`src/shared/asuc_cfg.svh`:
```
// register offsets, field positions, reset values and codes of the serial unit
`ifndef ASUC_CFG_SVH
`define ASUC_CFG_SVH

`define ASUC_OFS_MODE 8'h00
`define ASUC_OFS_ERR 8'h04
`define ASUC_OFS_BAUD 8'h08
`define ASUC_OFS_TXD 8'h0c
`define ASUC_OFS_RXB 8'h10
`define ASUC_OFS_STAT 8'h14

`define ASUC_MODE_POWER 7
`define ASUC_MODE_TXE 6
`define ASUC_MODE_RXE 5
`define ASUC_MODE_PAR_HI 4
`define ASUC_MODE_PAR_LO 3
`define ASUC_MODE_CL 2
`define ASUC_MODE_SL 1
`define ASUC_MODE_RST 8'h01

`define ASUC_ERR_PE 2
`define ASUC_ERR_FE 1
`define ASUC_ERR_OVE 0

`define ASUC_STAT_TXBUSY 0
`define ASUC_STAT_RXFULL 1

`define ASUC_DIV_RST 5'h1f
`define ASUC_DIV_MIN 5'h08

`define ASUC_PAR_NONE 2'h0
`define ASUC_PAR_ZERO 2'h1
`define ASUC_PAR_ODD 2'h2
`define ASUC_PAR_EVEN 2'h3

`define ASUC_RESP_OKAY 2'h0
`define ASUC_RESP_SLVERR 2'h2

`endif

```
`src/shared/asuc_pkg.sv`:
```
// types shared by the serial unit
`include "asuc_cfg.svh"
package asuc_pkg;
   typedef enum logic [1:0] {
      par_none = `ASUC_PAR_NONE,
      par_zero = `ASUC_PAR_ZERO,
      par_odd = `ASUC_PAR_ODD,
      par_even = `ASUC_PAR_EVEN
   } asuc_par_t;
   typedef enum logic [2:0] {tx_idle, tx_start, tx_data, tx_parity, tx_stop} asuc_tx_state_t;
   typedef enum logic [2:0] {rx_idle, rx_start, rx_data, rx_parity, rx_stop} asuc_rx_state_t;
endpackage

```
`src/rtl/asuc_core.sv`:
```
// asynchronous serial unit with axi4-lite register access
//
// Overview of operation
// - pins used only with power and enable
// - start, 7/8 lsb-first bits, parity, stops
// - even parity: even ones, odd is error
// - odd parity: odd ones, even is error
// - zero parity: send zero, never check
// - no parity: no parity bit at all
// - data write starts frame, bits auto-appended
// - done pulse right after last stop bit
// - transmitter idles until next data write
// - falling edge, wait divisor, confirm low
// - shift in, buffer on stop unless overrun
// - parity error does not abort frame
// - one receive pulse for data and errors
// - receiver checks only one stop bit
// - status read returns flags, clears them
// - parity, framing and overrun flag causes
// - input filtered by two agreeing samples
// - separate divider counters for tx, rx
// - power off clears status, data, buffer
// - enable off resets its own circuit
// - bit period is two divider periods
//
// Chosen here: the placing of the registers and the AXI4-Lite interface to the registers.
`timescale 1ns/1ps
`include "asuc_cfg.svh"
module asuc_core #(
   parameter int ADDR_W = 8,
   parameter int DIV_W = 5
) (
   input wire logic aclk,
   input wire logic aresetn,
   input wire logic [ADDR_W-1:0] s_axi_awaddr,
   input wire logic [2:0] s_axi_awprot,
   input wire logic s_axi_awvalid,
   output logic s_axi_awready,
   input wire logic [31:0] s_axi_wdata,
   input wire logic [3:0] s_axi_wstrb,
   input wire logic s_axi_wvalid,
   output logic s_axi_wready,
   output logic [1:0] s_axi_bresp,
   output logic s_axi_bvalid,
   input wire logic s_axi_bready,
   input wire logic [ADDR_W-1:0] s_axi_araddr,
   input wire logic [2:0] s_axi_arprot,
   input wire logic s_axi_arvalid,
   output logic s_axi_arready,
   output logic [31:0] s_axi_rdata,
   output logic [1:0] s_axi_rresp,
   output logic s_axi_rvalid,
   input wire logic s_axi_rready,
   output logic serial_out_pin,
   output logic serial_out_oe,
   input wire logic serial_in_pin,
   output logic tx_done_irq,
   output logic rx_done_irq
);
   if (ADDR_W < 5 || DIV_W < 4) begin : g_chk
      $error("address or divisor width too small");
   end

   ////////////////////////////////////////////////////////////////////////////
   // registers and bus slave

   logic [7:0] serial_mode_reg;
   logic [2:0] rx_error_status_reg;
   logic [DIV_W-1:0] baud_gen_ctrl_reg;
   logic [7:0] tx_shift_reg;
   logic [7:0] rx_shift_reg;
   logic [7:0] rx_buffer_reg;
   logic rx_full;

   logic aw_held;
   logic w_held;
   logic [ADDR_W-1:0] aw_addr;
   logic [31:0] w_data;
   logic [3:0] w_strb;
   logic wr_go;
   logic wr_hit;
   logic rd_go;
   logic rd_hit;
   logic [31:0] rd_mux;

   logic unit_power_bit;
   logic tx_enable_bit;
   logic rx_enable_bit;
   logic char_length_sel;
   logic stop_length_sel;
   asuc_pkg::asuc_par_t par_mode;
   logic [DIV_W-1:0] div_eff;

   asuc_pkg::asuc_tx_state_t tx_state;
   asuc_pkg::asuc_rx_state_t rx_state;

   assign unit_power_bit = serial_mode_reg[`ASUC_MODE_POWER];
   assign tx_enable_bit = serial_mode_reg[`ASUC_MODE_TXE];
   assign rx_enable_bit = serial_mode_reg[`ASUC_MODE_RXE];
   assign char_length_sel = serial_mode_reg[`ASUC_MODE_CL];
   assign stop_length_sel = serial_mode_reg[`ASUC_MODE_SL];
   assign par_mode = asuc_pkg::asuc_par_t'(serial_mode_reg[`ASUC_MODE_PAR_HI:`ASUC_MODE_PAR_LO]);
   // prohibited small divisors run as the least legal one
   assign div_eff = (baud_gen_ctrl_reg < DIV_W'(`ASUC_DIV_MIN)) ? DIV_W'(`ASUC_DIV_MIN) : baud_gen_ctrl_reg;

   assign s_axi_awready = !aw_held;
   assign s_axi_wready = !w_held;
   assign s_axi_arready = !s_axi_rvalid;
   assign wr_go = aw_held && w_held && !s_axi_bvalid;
   assign rd_go = s_axi_arvalid && s_axi_arready;

   always_comb begin
      wr_hit = (aw_addr == ADDR_W'(`ASUC_OFS_MODE)) || (aw_addr == ADDR_W'(`ASUC_OFS_ERR))
         || (aw_addr == ADDR_W'(`ASUC_OFS_BAUD)) || (aw_addr == ADDR_W'(`ASUC_OFS_TXD))
         || (aw_addr == ADDR_W'(`ASUC_OFS_RXB)) || (aw_addr == ADDR_W'(`ASUC_OFS_STAT));
   end

   logic mode_wr;
   logic baud_wr;
   logic tx_wr;
   logic err_rd;
   logic buf_rd;
   assign mode_wr = wr_go && w_strb[0] && (aw_addr == ADDR_W'(`ASUC_OFS_MODE));
   assign baud_wr = wr_go && w_strb[0] && (aw_addr == ADDR_W'(`ASUC_OFS_BAUD));
   // writes while busy or disabled are dropped
   assign tx_wr = wr_go && w_strb[0] && (aw_addr == ADDR_W'(`ASUC_OFS_TXD))
      && unit_power_bit && tx_enable_bit && (tx_state == asuc_pkg::tx_idle);
   assign err_rd = rd_go && (s_axi_araddr == ADDR_W'(`ASUC_OFS_ERR));
   assign buf_rd = rd_go && (s_axi_araddr == ADDR_W'(`ASUC_OFS_RXB));

   always_ff @(posedge aclk) begin
      if (!aresetn) begin
         aw_held <= 1'b0;
         w_held <= 1'b0;
         aw_addr <= '0;
         w_data <= 32'h0000_0000;
         w_strb <= 4'h0;
      end else begin
         if (s_axi_awvalid && s_axi_awready) begin
            aw_held <= 1'b1;
            aw_addr <= s_axi_awaddr;
         end
         if (s_axi_wvalid && s_axi_wready) begin
            w_held <= 1'b1;
            w_data <= s_axi_wdata;
            w_strb <= s_axi_wstrb;
         end
         if (wr_go) begin
            aw_held <= 1'b0;
            w_held <= 1'b0;
         end
      end
   end

   always_ff @(posedge aclk) begin
      if (!aresetn) begin
         s_axi_bvalid <= 1'b0;
         s_axi_bresp <= `ASUC_RESP_OKAY;
      end else if (wr_go) begin
         s_axi_bvalid <= 1'b1;
         s_axi_bresp <= wr_hit ? `ASUC_RESP_OKAY : `ASUC_RESP_SLVERR;
      end else if (s_axi_bready) begin
         s_axi_bvalid <= 1'b0;
      end
   end

   always_comb begin
      rd_mux = 32'h0000_0000;
      rd_hit = 1'b1;
      unique case (s_axi_araddr)
         ADDR_W'(`ASUC_OFS_MODE): rd_mux[7:0] = {serial_mode_reg[7:1], 1'b1};
         ADDR_W'(`ASUC_OFS_ERR): rd_mux[2:0] = rx_error_status_reg;
         ADDR_W'(`ASUC_OFS_BAUD): rd_mux[DIV_W-1:0] = baud_gen_ctrl_reg;
         ADDR_W'(`ASUC_OFS_TXD): rd_mux[7:0] = tx_shift_reg;
         ADDR_W'(`ASUC_OFS_RXB): rd_mux[7:0] = rx_buffer_reg;
         ADDR_W'(`ASUC_OFS_STAT): begin
            rd_mux[`ASUC_STAT_TXBUSY] = (tx_state != asuc_pkg::tx_idle);
            rd_mux[`ASUC_STAT_RXFULL] = rx_full;
         end
         default: rd_hit = 1'b0;
      endcase
   end

   always_ff @(posedge aclk) begin
      if (!aresetn) begin
         s_axi_rvalid <= 1'b0;
         s_axi_rdata <= 32'h0000_0000;
         s_axi_rresp <= `ASUC_RESP_OKAY;
      end else if (rd_go) begin
         s_axi_rvalid <= 1'b1;
         s_axi_rdata <= rd_mux;
         s_axi_rresp <= rd_hit ? `ASUC_RESP_OKAY : `ASUC_RESP_SLVERR;
      end else if (s_axi_rready) begin
         s_axi_rvalid <= 1'b0;
      end
   end

   always_ff @(posedge aclk) begin
      if (!aresetn) begin
         serial_mode_reg <= `ASUC_MODE_RST;
         baud_gen_ctrl_reg <= DIV_W'(`ASUC_DIV_RST);
      end else begin
         if (mode_wr) begin
            serial_mode_reg <= {w_data[7:1], 1'b1};
         end
         if (baud_wr) begin
            baud_gen_ctrl_reg <= w_data[DIV_W-1:0];
         end
      end
   end

   ////////////////////////////////////////////////////////////////////////////
   // transmitter

   logic tx_tick;
   logic tx_half;
   logic [2:0] tx_idx;
   logic tx_line;
   logic tx_par_bit;
   logic [7:0] tx_char;
   logic [2:0] last_idx;

   assign last_idx = char_length_sel ? 3'd7 : 3'd6;
   assign tx_char = char_length_sel ? tx_shift_reg : {1'b0, tx_shift_reg[6:0]};

   always_comb begin
      unique case (par_mode)
         asuc_pkg::par_even: tx_par_bit = ^tx_char;
         asuc_pkg::par_odd: tx_par_bit = ~^tx_char;
         asuc_pkg::par_zero: tx_par_bit = 1'b0;
         asuc_pkg::par_none: tx_par_bit = 1'b0;
      endcase
   end

   // counter restarts on each accepted data write so the start bit is full length
   asuc_divider #(.W(DIV_W)) u_tx_div (
      .aclk(aclk),
      .aresetn(aresetn),
      .run(unit_power_bit && tx_enable_bit),
      .clear(tx_wr),
      .divisor(div_eff),
      .tick(tx_tick)
   );

   always_ff @(posedge aclk) begin
      if (!aresetn || !unit_power_bit) begin
         tx_shift_reg <= 8'h00;
      end else if (tx_wr) begin
         tx_shift_reg <= w_data[7:0];
      end
   end

   always_ff @(posedge aclk) begin
      if (!aresetn || !unit_power_bit || !tx_enable_bit) begin
         tx_state <= asuc_pkg::tx_idle;
         tx_line <= 1'b1;
         tx_half <= 1'b0;
         tx_idx <= 3'd0;
         tx_done_irq <= 1'b0;
      end else begin
         tx_done_irq <= 1'b0;
         if (tx_wr) begin
            tx_state <= asuc_pkg::tx_start;
            tx_line <= 1'b0;
            tx_half <= 1'b0;
            tx_idx <= 3'd0;
         end else if (tx_tick) begin
            tx_half <= !tx_half;
            if (tx_half) begin
               unique case (tx_state)
                  asuc_pkg::tx_start: begin
                     tx_line <= tx_char[0];
                     tx_state <= asuc_pkg::tx_data;
                  end
                  asuc_pkg::tx_data: begin
                     if (tx_idx == last_idx) begin
                        tx_idx <= 3'd0;
                        if (par_mode == asuc_pkg::par_none) begin
                           tx_line <= 1'b1;
                           tx_state <= asuc_pkg::tx_stop;
                        end else begin
                           tx_line <= tx_par_bit;
                           tx_state <= asuc_pkg::tx_parity;
                        end
                     end else begin
                        tx_idx <= tx_idx + 3'd1;
                        tx_line <= tx_char[tx_idx + 3'd1];
                     end
                  end
                  asuc_pkg::tx_parity: begin
                     tx_line <= 1'b1;
                     tx_state <= asuc_pkg::tx_stop;
                  end
                  asuc_pkg::tx_stop: begin
                     if (stop_length_sel && tx_idx == 3'd0) begin
                        tx_idx <= 3'd1;
                     end else begin
                        tx_state <= asuc_pkg::tx_idle;
                        tx_done_irq <= 1'b1;
                     end
                  end
                  asuc_pkg::tx_idle: tx_line <= 1'b1;
               endcase
            end
         end
      end
   end

   assign serial_out_pin = tx_line;
   assign serial_out_oe = unit_power_bit && tx_enable_bit;

   ////////////////////////////////////////////////////////////////////////////
   // receiver

   logic rx_filt;
   logic rx_prev;
   logic rx_tick;
   logic rx_half;
   logic [2:0] rx_idx;
   logic rx_par;
   logic rx_fall;
   logic frame_end;
   logic pe_now;
   logic [2:0] err_set;

   asuc_filter u_rx_filt (
      .aclk(aclk),
      .aresetn(aresetn),
      .enable(unit_power_bit && rx_enable_bit),
      .pin_in(serial_in_pin),
      .filt_out(rx_filt)
   );

   assign rx_fall = rx_prev && !rx_filt && (rx_state == asuc_pkg::rx_idle);

   asuc_divider #(.W(DIV_W)) u_rx_div (
      .aclk(aclk),
      .aresetn(aresetn),
      .run(rx_state != asuc_pkg::rx_idle),
      .clear(rx_fall),
      .divisor(div_eff),
      .tick(rx_tick)
   );

   // one stop bit checked; a second one simply looks like idle line
   assign frame_end = (rx_state == asuc_pkg::rx_stop) && rx_tick && rx_half;
   assign pe_now = ((par_mode == asuc_pkg::par_even) && rx_par)
      || ((par_mode == asuc_pkg::par_odd) && !rx_par);

   always_comb begin
      err_set = 3'b000;
      if (frame_end) begin
         err_set[`ASUC_ERR_PE] = pe_now;
         err_set[`ASUC_ERR_FE] = !rx_filt;
         err_set[`ASUC_ERR_OVE] = rx_full;
      end
   end

   always_ff @(posedge aclk) begin
      if (!aresetn || !unit_power_bit || !rx_enable_bit) begin
         rx_state <= asuc_pkg::rx_idle;
         rx_prev <= 1'b1;
         rx_half <= 1'b0;
         rx_idx <= 3'd0;
         rx_par <= 1'b0;
         rx_shift_reg <= 8'h00;
         rx_done_irq <= 1'b0;
      end else begin
         rx_prev <= rx_filt;
         rx_done_irq <= frame_end;
         unique case (rx_state)
            asuc_pkg::rx_idle: begin
               if (rx_fall) begin
                  rx_state <= asuc_pkg::rx_start;
               end
            end
            asuc_pkg::rx_start: begin
               if (rx_tick) begin
                  rx_half <= 1'b0;
                  rx_idx <= 3'd0;
                  rx_par <= 1'b0;
                  rx_state <= rx_filt ? asuc_pkg::rx_idle : asuc_pkg::rx_data;
               end
            end
            asuc_pkg::rx_data: begin
               if (rx_tick) begin
                  rx_half <= !rx_half;
                  if (rx_half) begin
                     rx_shift_reg[rx_idx] <= rx_filt;
                     rx_par <= rx_par ^ rx_filt;
                     if (rx_idx == last_idx) begin
                        rx_state <= (par_mode == asuc_pkg::par_none) ? asuc_pkg::rx_stop : asuc_pkg::rx_parity;
                     end else begin
                        rx_idx <= rx_idx + 3'd1;
                     end
                  end
               end
            end
            asuc_pkg::rx_parity: begin
               if (rx_tick) begin
                  rx_half <= !rx_half;
                  if (rx_half) begin
                     rx_par <= rx_par ^ rx_filt;
                     rx_state <= asuc_pkg::rx_stop;
                  end
               end
            end
            asuc_pkg::rx_stop: begin
               if (rx_tick) begin
                  rx_half <= !rx_half;
                  if (rx_half) begin
                     rx_state <= asuc_pkg::rx_idle;
                  end
               end
            end
         endcase
      end
   end

   // buffer is kept on overrun so the unread character survives
   always_ff @(posedge aclk) begin
      if (!aresetn || !unit_power_bit) begin
         rx_buffer_reg <= 8'h00;
         rx_full <= 1'b0;
      end else begin
         if (frame_end && !rx_full) begin
            rx_buffer_reg <= char_length_sel ? rx_shift_reg : {1'b0, rx_shift_reg[6:0]};
         end
         rx_full <= (rx_full && !buf_rd) || frame_end;
      end
   end

   // a new error in the clearing read cycle wins over the clear
   always_ff @(posedge aclk) begin
      if (!aresetn || !unit_power_bit) begin
         rx_error_status_reg <= 3'b000;
      end else begin
         rx_error_status_reg <= (rx_error_status_reg & {3{!err_rd}}) | err_set;
      end
   end
endmodule

```
`src/rtl/asuc_divider.sv`:
```
// programmable divider counter giving one tick every divisor cycles
`timescale 1ns/1ps
module asuc_divider #(
   parameter int W = 5
) (
   input wire logic aclk,
   input wire logic aresetn,
   input wire logic run,
   input wire logic clear,
   input wire logic [W-1:0] divisor,
   output logic tick
);
   if (W < 4) begin : g_chk
      $error("divider width too small for the least divisor");
   end

   logic [W-1:0] count;

   assign tick = run && !clear && (count == (divisor - W'(1)));

   always_ff @(posedge aclk) begin
      if (!aresetn || !run || clear) begin
         count <= '0;
      end else if (tick) begin
         count <= '0;
      end else begin
         count <= count + W'(1);
      end
   end
endmodule

```
`src/rtl/asuc_filter.sv`:
```
// synchroniser and two-sample match filter for the serial input
`timescale 1ns/1ps
module asuc_filter (
   input wire logic aclk,
   input wire logic aresetn,
   input wire logic enable,
   input wire logic pin_in,
   output logic filt_out
);
   logic sync_a;
   logic sync_b;
   logic samp;

   // disabled input reads as idle high
   always_ff @(posedge aclk) begin
      if (!aresetn || !enable) begin
         sync_a <= 1'b1;
         sync_b <= 1'b1;
         samp <= 1'b1;
         filt_out <= 1'b1;
      end else begin
         sync_a <= pin_in;
         sync_b <= sync_a;
         samp <= sync_b;
         if (samp == sync_b) begin
            filt_out <= sync_b;
         end
      end
   end
endmodule

```
`config.mk`:
```
export PLATFORM = sky130hd
export DESIGN_NAME = asuc_core
export DESIGN_NICKNAME = d
export VERILOG_FILES = /design/src/shared/asuc_pkg.sv /design/src/rtl/asuc_core.sv /design/src/rtl/asuc_divider.sv /design/src/rtl/asuc_filter.sv
export VERILOG_INCLUDE_DIRS = /design/src /design/src/shared
export SDC_FILE = /design/constraint.sdc
export NUM_CORES = 1
export LEC_CHECK = 0
export ABC_AREA = 1
export BUFFER_PORTS_ARGS = -buffer_cell sky130_fd_sc_hd__buf_2
export CAP_MARGIN = 20
export CORE_UTILIZATION = 50
export CTS_BUF_LIST = sky130_fd_sc_hd__clkbuf_16
export DETAILED_ROUTE_END_ITERATION = 6
export PLACE_DENSITY = 0.8
export SKIP_CTS_REPAIR_TIMING = 1
export SYNTH_ARGS = -nofsm -noshare
export SYNTH_HDL_FRONTEND = slang
export SYNTH_SLANG_ARGS = --single-unit
```
`constraint.sdc`:
```
create_clock -name aclk -period 3.2 [get_ports aclk]
set_clock_uncertainty 0.15 [all_clocks]
set_input_delay 0.32 -clock aclk [delete_from_list [all_inputs] [get_ports aclk]]
set_output_delay 0.32 -clock aclk [all_outputs]
set_load 0.01 [all_outputs]
```
# Yosys cells after proc, flatten, opt, wreduce, memory -nomap -nowiden

Index checks and enable logic that the tools add are counted.

Add/subtract/negate cells: 5
$mul: 0
Div/mod/pow operators: 0
Order comparisons: 4
Equal/unequal tests: 44
Shifts and indexed selects: 0
Muxes and demuxes: 61
Bitwise operators: 7
Reduce and logical (&&, ||, !) cells: 104

Operator list:

| cell                | count |
|---|---|
| $mux 3              | 19 |
| $eq 8x4->1 const B  | 4 |
| $eq 8x5->1 const B  | 4 |
| $logic_and 1x1->1   | 30 |
| $ne 2x2->1 const B  | 12 |
| $mux 1              | 21 |
| $logic_not 1->1     | 20 |
| $eq 8x3->1 const B  | 2 |
| $logic_not 8->1     | 2 |
| $mux 8              | 2 |
| $reduce_bool 2->1   | 8 |
| $logic_or 1x1->1    | 15 |
| $pmux 3 s5          | 1 |
| $reduce_and 5->1    | 3 |
| $eq 3x2->1 const B  | 4 |
| $pmux 2 s6          | 1 |
| $pmux 3 s2          | 2 |
| $pmux 3 s4          | 1 |
| $reduce_or 2->1     | 6 |
| $add 5x1->5 const B | 2 |
| $eq 5x5->1          | 2 |
| $logic_not 3->1     | 3 |
| $pmux 3 s3          | 1 |
| $reduce_and 3->1    | 3 |
| other kinds (37)    | 57 |

Register bits: 106
Bits in latches: 0
Bits in writable memories: 0
Bits in read-only memories: 0
Input port bits: 66
Output and inout bits: 45
Memories: 0

# Logic depth before layout (Yosys ltp)

Gate-level depths: netlist of run 1.

Word-level depth: 12
Depth in mapped cells: 17
Mapped depth without buffers: 17

# By module

From an unflattened synthesis of run 1, not the netlist that was laid out.

Cell total of the unflattened synthesis: 817
Area, all modules: 5,490.3 µm²

By module, submodules not included:

| module       | times used | cells an instance | area an instance (µm²) | sequential area each (µm²) |
|---|---|---|---|---|
| asuc_core    | 1          | 661               | 4,575.6                | 1,801.7 |
| asuc_divider | 2          | 71                | 392.9                  | 100.1 |
| asuc_filter  | 1          | 14                | 128.9                  | 80.1 |

# Worst setup path before layout of run 1

Ideal clock, no wire load.

Path kind: flip-flop to flip-flop
Start: reg baud_gen_ctrl_reg[3]
End: reg rx_buffer_reg[0]
Setup time: 0.064 ns
Data arrival time: 1.982 ns
Data required time: 2.986 ns
Slack: 1.005 ns
Stages on the path, launching flop included: 16
Buffers on the path: 0
Period minus slack after synthesis: 2.195 ns
Cells stage by stage: dfxtp_1 -> inv_2 -> nand2_2 -> nand2_1 -> ha_1 -> xor2_1 -> nand2_1 -> nor2_1 -> nand2_1 -> nor2_4 -> nand3_4 -> nor2_8 -> nand2_4 -> clkinv_2 -> nor2_1 -> nor2_1

Cells in the longest elaborated chain, start to end: 8

RTL lines:

| what                               | RTL line           | RTL |
|---|---|---|
| start: declaration                 | asuc_core.sv:69    | `logic [DIV_W-1:0] baud_gen_ctrl_reg;` |
| start signal: assignment           | asuc_core.sv:201   | `` baud_gen_ctrl_reg <= DIV_W'(`ASUC_DIV_RST); `` |
| start signal: assignment           | asuc_core.sv:207   | `baud_gen_ctrl_reg <= w_data[DIV_W-1:0];` |
| $lt 5x4->1                         | asuc_core.sv:104   | `` assign div_eff = (baud_gen_ctrl_reg < DIV_W'(`ASUC_DIV_MIN)) ? DIV_W'(`ASUC_DIV_MIN) : baud_gen_ctrl_reg; `` |
| $mux 5 (*)                         | asuc_core.sv:104   |  |
| $sub 5x1->5 (*)                    | asuc_divider.sv:19 | `assign tick = run && !clear && (count == (divisor - W'(1)));` |
| $eq 5x5->1 (*)                     | asuc_divider.sv:19 |  |
| $logic_and 1x1->1 (*)              | asuc_divider.sv:19 |  |
| $logic_and 1x1->1 (*) (2 in a row) | asuc_core.sv:346   | `assign frame_end = (rx_state == asuc_pkg::rx_stop) && rx_tick && rx_half;` |
| $logic_and 1x1->1 (*)              | asuc_core.sv:426   | `if (frame_end && !rx_full) begin` |
| end signal: assignment             | asuc_core.sv:427   | `rx_buffer_reg <= char_length_sel ? rx_shift_reg : {1'b0, rx_shift_reg[6:0]};` |
| end: declaration                   | asuc_core.sv:72    | `logic [7:0] rx_buffer_reg;` |

Mark *: on every way between the ends. The rest lies on a longest branch, timed or not.
A chain may end at the register's enable or synchronous reset.

# Final worst setup path of run 1

Start: reg baud_gen_ctrl_reg[4]
End: reg rx_idx[2]

Cells in the longest elaborated chain, start to end: 7
Elaborated cells between the ends (all ways): 8

RTL lines:

| what                           | RTL line           | RTL |
|---|---|---|
| $lt 5x4->1                     | asuc_core.sv:104   |  |
| $mux 5 (*)                     | asuc_core.sv:104   |  |
| $sub 5x1->5 (*)                | asuc_divider.sv:19 |  |
| $eq 5x5->1 (*)                 | asuc_divider.sv:19 |  |
| $logic_and 1x1->1 (*)          | asuc_divider.sv:19 |  |
| $ne 2x2->1 (no line)           | --                 |  |
| $reduce_and 5->1 (no line) (*) | --                 |  |
| end signal: assignment         | asuc_core.sv:394   | `rx_idx <= rx_idx + 3'd1;` |
| end: declaration               | asuc_core.sv:319   | `logic [2:0] rx_idx;` |

Marks and branches as above.

==> results_dict.tcl, run 1 <==
set metrics [dict create \
    slowest_stage "dfxtp_1" \
    drive_above_1_share_pct 11.6 \
    wl_um 11900 \
    drcViolationCount 0 \
    rr_endpoint "rx_idx[2]" \
    place.port_buffers 51 \
    synth_edf_count 0 \
    diodes 0 \
    avgSynthCellArea_um2 6.85 \
    overflow 0 \
    async_reset_ff_share_pct 0 \
    cp.required_ns 3.30 \
    hold_violations 0 \
    start_util_pct 51.9 \
    cts.sinks 104 \
    synth_top_area_share_pct 38.7 \
    crit_family "simple AND/OR/NAND/NOR gates" \
    peakVddDrop_uv 314 \
    slew_headroom_pct 58.3 \
    cts_buffers 9 \
    cts_tree "done" \
    hold_path_class "input port to flop" \
    ys_ff_latch 104 \
    dieArea_um2 11200 \
    firstDrtPassIters 5 \
    synthToLayoutAreaGrowth_pct 11.3 \
    finalPower_mw 2.62 \
    dp_slack_ns 0.666 \
    ys_types 44 \
    r2r_start "baud_gen_ctrl_reg[4]" \
    finalWorstSetupSlack_ns 0.640 \
    grt_util_all_layers_pct 22.5 \
    core_um2 10400 \
    core.rowCount 37 \
    layout_min_cycle_time_ns 2.56 \
    cp-start-kind "flop" \
    hold_ws_ns 0.0134 \
    cp-end-kind "flop" \
    cp-startpoint "baud_gen_ctrl_reg[4]" \
    dpl_cell_area_um2 5680 \
    fin_nets 912 \
    synth_flop_cell "dfxtp_1" \
    max_freq_ghz 0.391 \
    final_util_pct 57.8 \
    critical_path_arrival_ns 2.66 \
    die_x_um 106 \
    filler_cell_count 1003 \
    worst-path-max-fanout 7 \
    p_per_area_nw_per_um2 436 \
    grt_pass1_vias 4509 \
    fin_cells 978 \
    gp_congestion 0.921 \
    wl_per_cell_um 12.2 \
    dp.cells 962 \
    cap_viol_max_count 0 \
    grt_pass1_wl_um 20300 \
    die_h_um 106 \
    antenna_found_initial 0 \
    outcome "finished, final reports clean" \
    yosys-top-cells-area "dfxtp_1 (39%), nand2_1 (11%), nor2_1 (7.8%), inv_1 (7.2%), a21oi_1 (6.0%)" \
    leakage_nw 2.63 \
    design_area_um2 6000 \
    worstRegToRegCells 13 \
    tns_ns 0 \
    ys_warn_count 0 \
    clock-root-buffer "clkbuf_16" \
    path_depth 13 \
    clockBufferDepth 2 \
    r2r_setup_slack_ns 0.64 \
    critPathMostFrequentCell "nand2_1" \
    drt-initial-drc-count 269 \
    setup_viol 0 \
    place_hpwl_um 8990 \
    grt_setup_unrepaired "no" \
    yosys-top-cells-count "nand2_1 (153), nor2_1 (112), dfxtp_1 (104), inv_1 (104), a21oi_1 (65)" \
    crit_buf_inv 1 \
    post-synth-top-count-cell "nand2_1" \
    max_stage_delay_ns 0.46 \
    ant_nets 0 \
    cp_cell_sequence "inv_2 > nand2_2 > nand2_1 > ha_1 > xor2_1 > nand2_1 > nor2_1 > nand2_1 > nor2_4 > nand2_2 > o21ai_0 > o21bai_1 > nor2_1" \
    netlist_area_um2 5390 \
    htree_levels 3 \
    grt_max_degree 37 \
    ys_seq_area_share_pct 38.7 \
    tightestPinTransition_ns 0.621 \
    finalCritPeriodShare_pct 80.0 \
    crit_type "flop to flop" \
    via_count 4964 \
    synth_area_leader_cell "dfxtp_1" \
    ios 111 \
    netlist_instances 786 \
    clkTransAtPathRegs_ns 0.07 \
    endpoint "rx_idx[2]" \
    clock_latency_ns 0.35 \
    avgViaCountPerCell 5.08 \
    drv_slew 0 \
]
layout make-up:
class	instances	area, um2	share of cell area [%]
multi-input combinational	556	2730	45.5
sequential	104	2080	34.7
inverter	112	422	7.03
timing repair buffer	54	278	4.63
clock buffer	9	225	3.76
tap	136	170	2.84
clock inverter	7	90.1	1.50
power by group:
part / internal [mW] / switching, mW / total [mW]
combinational: 0.0454 / 0.0945 / 0.140
clock: 0.623 / 0.520 / 1.14
sequential: 1.32 / 0.0135 / 1.33
cells in the final DEF, fill, tap and decap left out, types with 2 or more instances in the layout:
cell	n
nand2_1	153
nor2_1	112
inv_1	104
dfxtp_1	104
a21oi_1	65
o21ai_0	57
buf_2	51
nand3_1	42
conb_1	26
xor2_1	12
nor3_1	10
ha_1	9
clkbuf_16	9
o22ai_1	8
nand3b_1	8
o211ai_1	7
nand4_1	7
inv_2	6
nand2_2	4
or2_2	4
xnor2_1	4
nor3b_1	3
nor2_2	3
buf_4	3
o21ai_2	2
o221ai_1	2
a221oi_1	2
a211oi_1	2
nor2_4	2
clkinvlp_4	2
layer usage:
layer,wire (um),GRT usage (%)
met1,5630,29.3
met2,5420,37.0
met3,559,3.09
met4,321,10.3
met5,0,0
worst min path at each step:
stage / startpoint / endpoint / cells after the start
after global routing: serial_in_pin / u_rx_filt.sync_a / 2
after floorplan: u_rx_filt.sync_a / u_rx_filt.sync_b / 1
after detailed placement: u_rx_filt.sync_a / u_rx_filt.sync_b / 1
after global placement: u_rx_filt.sync_a / u_rx_filt.sync_b / 1
after CTS: serial_in_pin / u_rx_filt.sync_a / 2
final: serial_in_pin / u_rx_filt.sync_a / 2
cells by family (layout without fill, tap and decap cells):
| family | Yosys count | count (layout) | synth area share [%] |
|---|---|---|---|
| buffers and inverters | 151 | 182 | 12.4 |
| muxes | 1 | 1 | 0.209 |
| DFF | 104 | 104 | 38.7 |
| other | 1 | 26 | 0.0696 |
| AOI/OAI and AO/OA | 151 | 151 | 15.4 |
| and+or+nand+nor | 353 | 353 | 28.6 |
| xor gates and xnor gates | 16 | 16 | 2.60 |
| adders and majority gates | 9 | 9 | 2.09 |
Power figures use the tool's default switching activity.
==> run 2, diff against run 1 <==
==> constraint.sdc (replaced) <==
create_clock -name aclk -period 2.6 [get_ports aclk]
set_clock_uncertainty 0.15 [all_clocks]
set_input_delay 0.26 -clock aclk [delete_from_list [all_inputs] [get_ports aclk]]
set_output_delay 0.26 -clock aclk [all_outputs]
set_load 0.01 [all_outputs]
==> results_dict.tcl, run 2 (synthesis gave the netlist of run 1 again) <==
set metrics [dict create \
    outcome "complete, but fails checks" \
    violations "negative hold slack" \
    finalCritPeriodShare_pct 91.9 \
    start_util_pct 51.9 \
    cts.sinks 104 \
    worstHoldStart "s_axi_awaddr[1]" \
    die_x_um 106 \
    cp.required_ns 2.68 \
    crit_buf_inv 1 \
    clock-root-buffer "clkbuf_16" \
    grt_util_all_layers_pct 22.9 \
    cp_cell_sequence "inv_2 > nand2_2 > nand2_1 > ha_1 > xor2_1 > nand2_1 > nor2_1 > nand2_1 > nor2_4 > nand3_4 > nor2_4 > nand2_1 > nand2_1 > a21oi_1" \
    worstRegToRegCells 14 \
    finalPower_mw 3.21 \
    hold_violations 2 \
    worst-path-max-fanout 10 \
    cp-start-kind "flop" \
    crit_type "flop to flop" \
    r2r_start "baud_gen_ctrl_reg[4]" \
    max_stage_delay_ns 0.38 \
    max_freq_ghz 0.418 \
    cts_tree "done" \
    die_h_um 106 \
    clockBufferDepth 2 \
    slew_headroom_pct 57.0 \
    cap_viol_max_count 0 \
    place.port_buffers 51 \
    grt_max_degree 37 \
    grt_pass1_vias 4493 \
    wl_um 12400 \
    r2r_setup_slack_ns 0.21 \
    finalWorstSetupSlack_ns 0.210 \
    layout_min_cycle_time_ns 2.39 \
    dieArea_um2 11200 \
    gp_congestion 0.936 \
    setup_viol 0 \
    drcViolationCount 0 \
    mostFrequentLayoutCells "nand2_1 (153), nor2_1 (111), inv_1 (104)" \
    core.rowCount 37 \
    leakage_nw 2.70 \
    drv_slew 0 \
    fin_nets 927 \
    cts_buffers 9 \
    antenna_found_initial 0 \
    ant_nets 0 \
    p_per_area_nw_per_um2 524 \
    whs_path_depth 3 \
    critPathMostFrequentCell "nand2_1" \
    avgViaCountPerCell 5.11 \
    overflow 0 \
    tightestPinTransition_ns 0.641 \
    hold_ws_ns -0.0293 \
    clkTransAtPathRegs_ns 0.08 \
    diodes 0 \
    grt_pass1_wl_um 20500 \
    slowest_stage "dfxtp_4" \
    clock_latency_ns 0.35 \
    ios 111 \
    peakVddDrop_uv 353 \
    drive_above_1_share_pct 13.2 \
    hold_path_class "input port to flop" \
    cp-end-kind "flop" \
    filler_cell_count 968 \
    htree_levels 3 \
    core_um2 10400 \
    dp_slack_ns 0.126 \
    wl_per_cell_um 12.5 \
    firstDrtPassIters 5 \
    place_hpwl_um 9210 \
    synthToLayoutAreaGrowth_pct 13.6 \
    via_count 5072 \
    hold_path_end "aw_addr[1]" \
    final_common_cell "nand2_1" \
    rr_endpoint "rx_shift_reg[3]" \
    crit_family "simple AND/OR/NAND/NOR gates" \
    critical_path_arrival_ns 2.47 \
    drt-initial-drc-count 274 \
]
## run 2: changes by cell type in the layout (fill, tap and decap cells not counted)
cell and change:
buf_4 +12, bufinv_16 -1, clkinv_8 +1, clkinvlp_4 -2, dfxtp_1 -2, dfxtp_4 +2, dlygate4sd3_1 +3, inv_6 +1
inv_8 +1, nor2_1 -1, nor2_2 +1
## run 2: routing by layer
| layer | global-route usage (%) | vias up | routed length [um] |
|---|---|---|---|
| met5 | 0 | - | 0 |
| met4 | 10.8 | 0 | 324 |
| met3 | 2.66 | 23 | 641 |
| met2 | 37.2 | 159 | 5700 |
| met1 | 30.2 | 2273 | 5770 |
| li1 | - | 2617 | - |
## run 2: cell type report
type / instances / area, um2 / share of cell area [%]
Sequential cell: 104 / 2090 / 34.2
Tap cell: 136 / 170 / 2.78
Clock buffer: 9 / 225 / 3.68
Timing Repair Buffer: 69 / 398 / 6.50
Clock inverter: 7 / 81.3 / 1.33
Multi-Input combinational cell: 556 / 2730 / 44.7
Inverter: 112 / 422 / 6.89
## run 2: worst max-delay path by stage
| stage | startpoint | to | cells past startpoint |
|---|---|---|---|
| 2_1_floorplan | baud_gen_ctrl_reg[3] | rx_buffer_reg[0] | 15 |
| 3_3_place_gp | baud_gen_ctrl_reg[3] | rx_state[2] | 16 |
| 3_5_place_dp | baud_gen_ctrl_reg[3] | rx_state[0] | 16 |
| 4_1_cts | baud_gen_ctrl_reg[3] | rx_state[0] | 16 |
| 5_1_grt | baud_gen_ctrl_reg[3] | rx_state[2] | 16 |
| 6_report | baud_gen_ctrl_reg[4] | rx_shift_reg[3] | 14 |
## run 2: power breakdown
| part | internal, mW | switching (mW) |
|---|---|---|
| sequential | 1.62 | 0.0167 |
| combinational | 0.0605 | 0.117 |
| clock | 0.690 | 0.700 |
| total | 2.37 | 0.834 |
## run 2: metrics by stage
stage                     util, %  TNS (ns)  hold slack [ns]  area (um2)  cells
after floorplan                 -         0            0.217        5480    811
after global placement       55.5         0            0.246        5760    972
after detailed placement     55.5         0            0.260        5760    972
after CTS                    58.5         0          -0.0522        6060    988
after global routing         59.0   -0.0723           0.0120        6120    993
final                        59.0         0          -0.0293        6120    993
## run 2: worst register-to-register path, delay by kind of cell, from the launching register on
family / cells / cell delay [ns]
adders and majority gates: 1 / 0.32
AOI/OAI and AO/OA: 1 / 0.05
xor gates and xnor gates: 1 / 0.18
DFF: 1 / 0.38
buffers and inverters: 1 / 0.06
and+or+nand+nor: 10 / 1.13
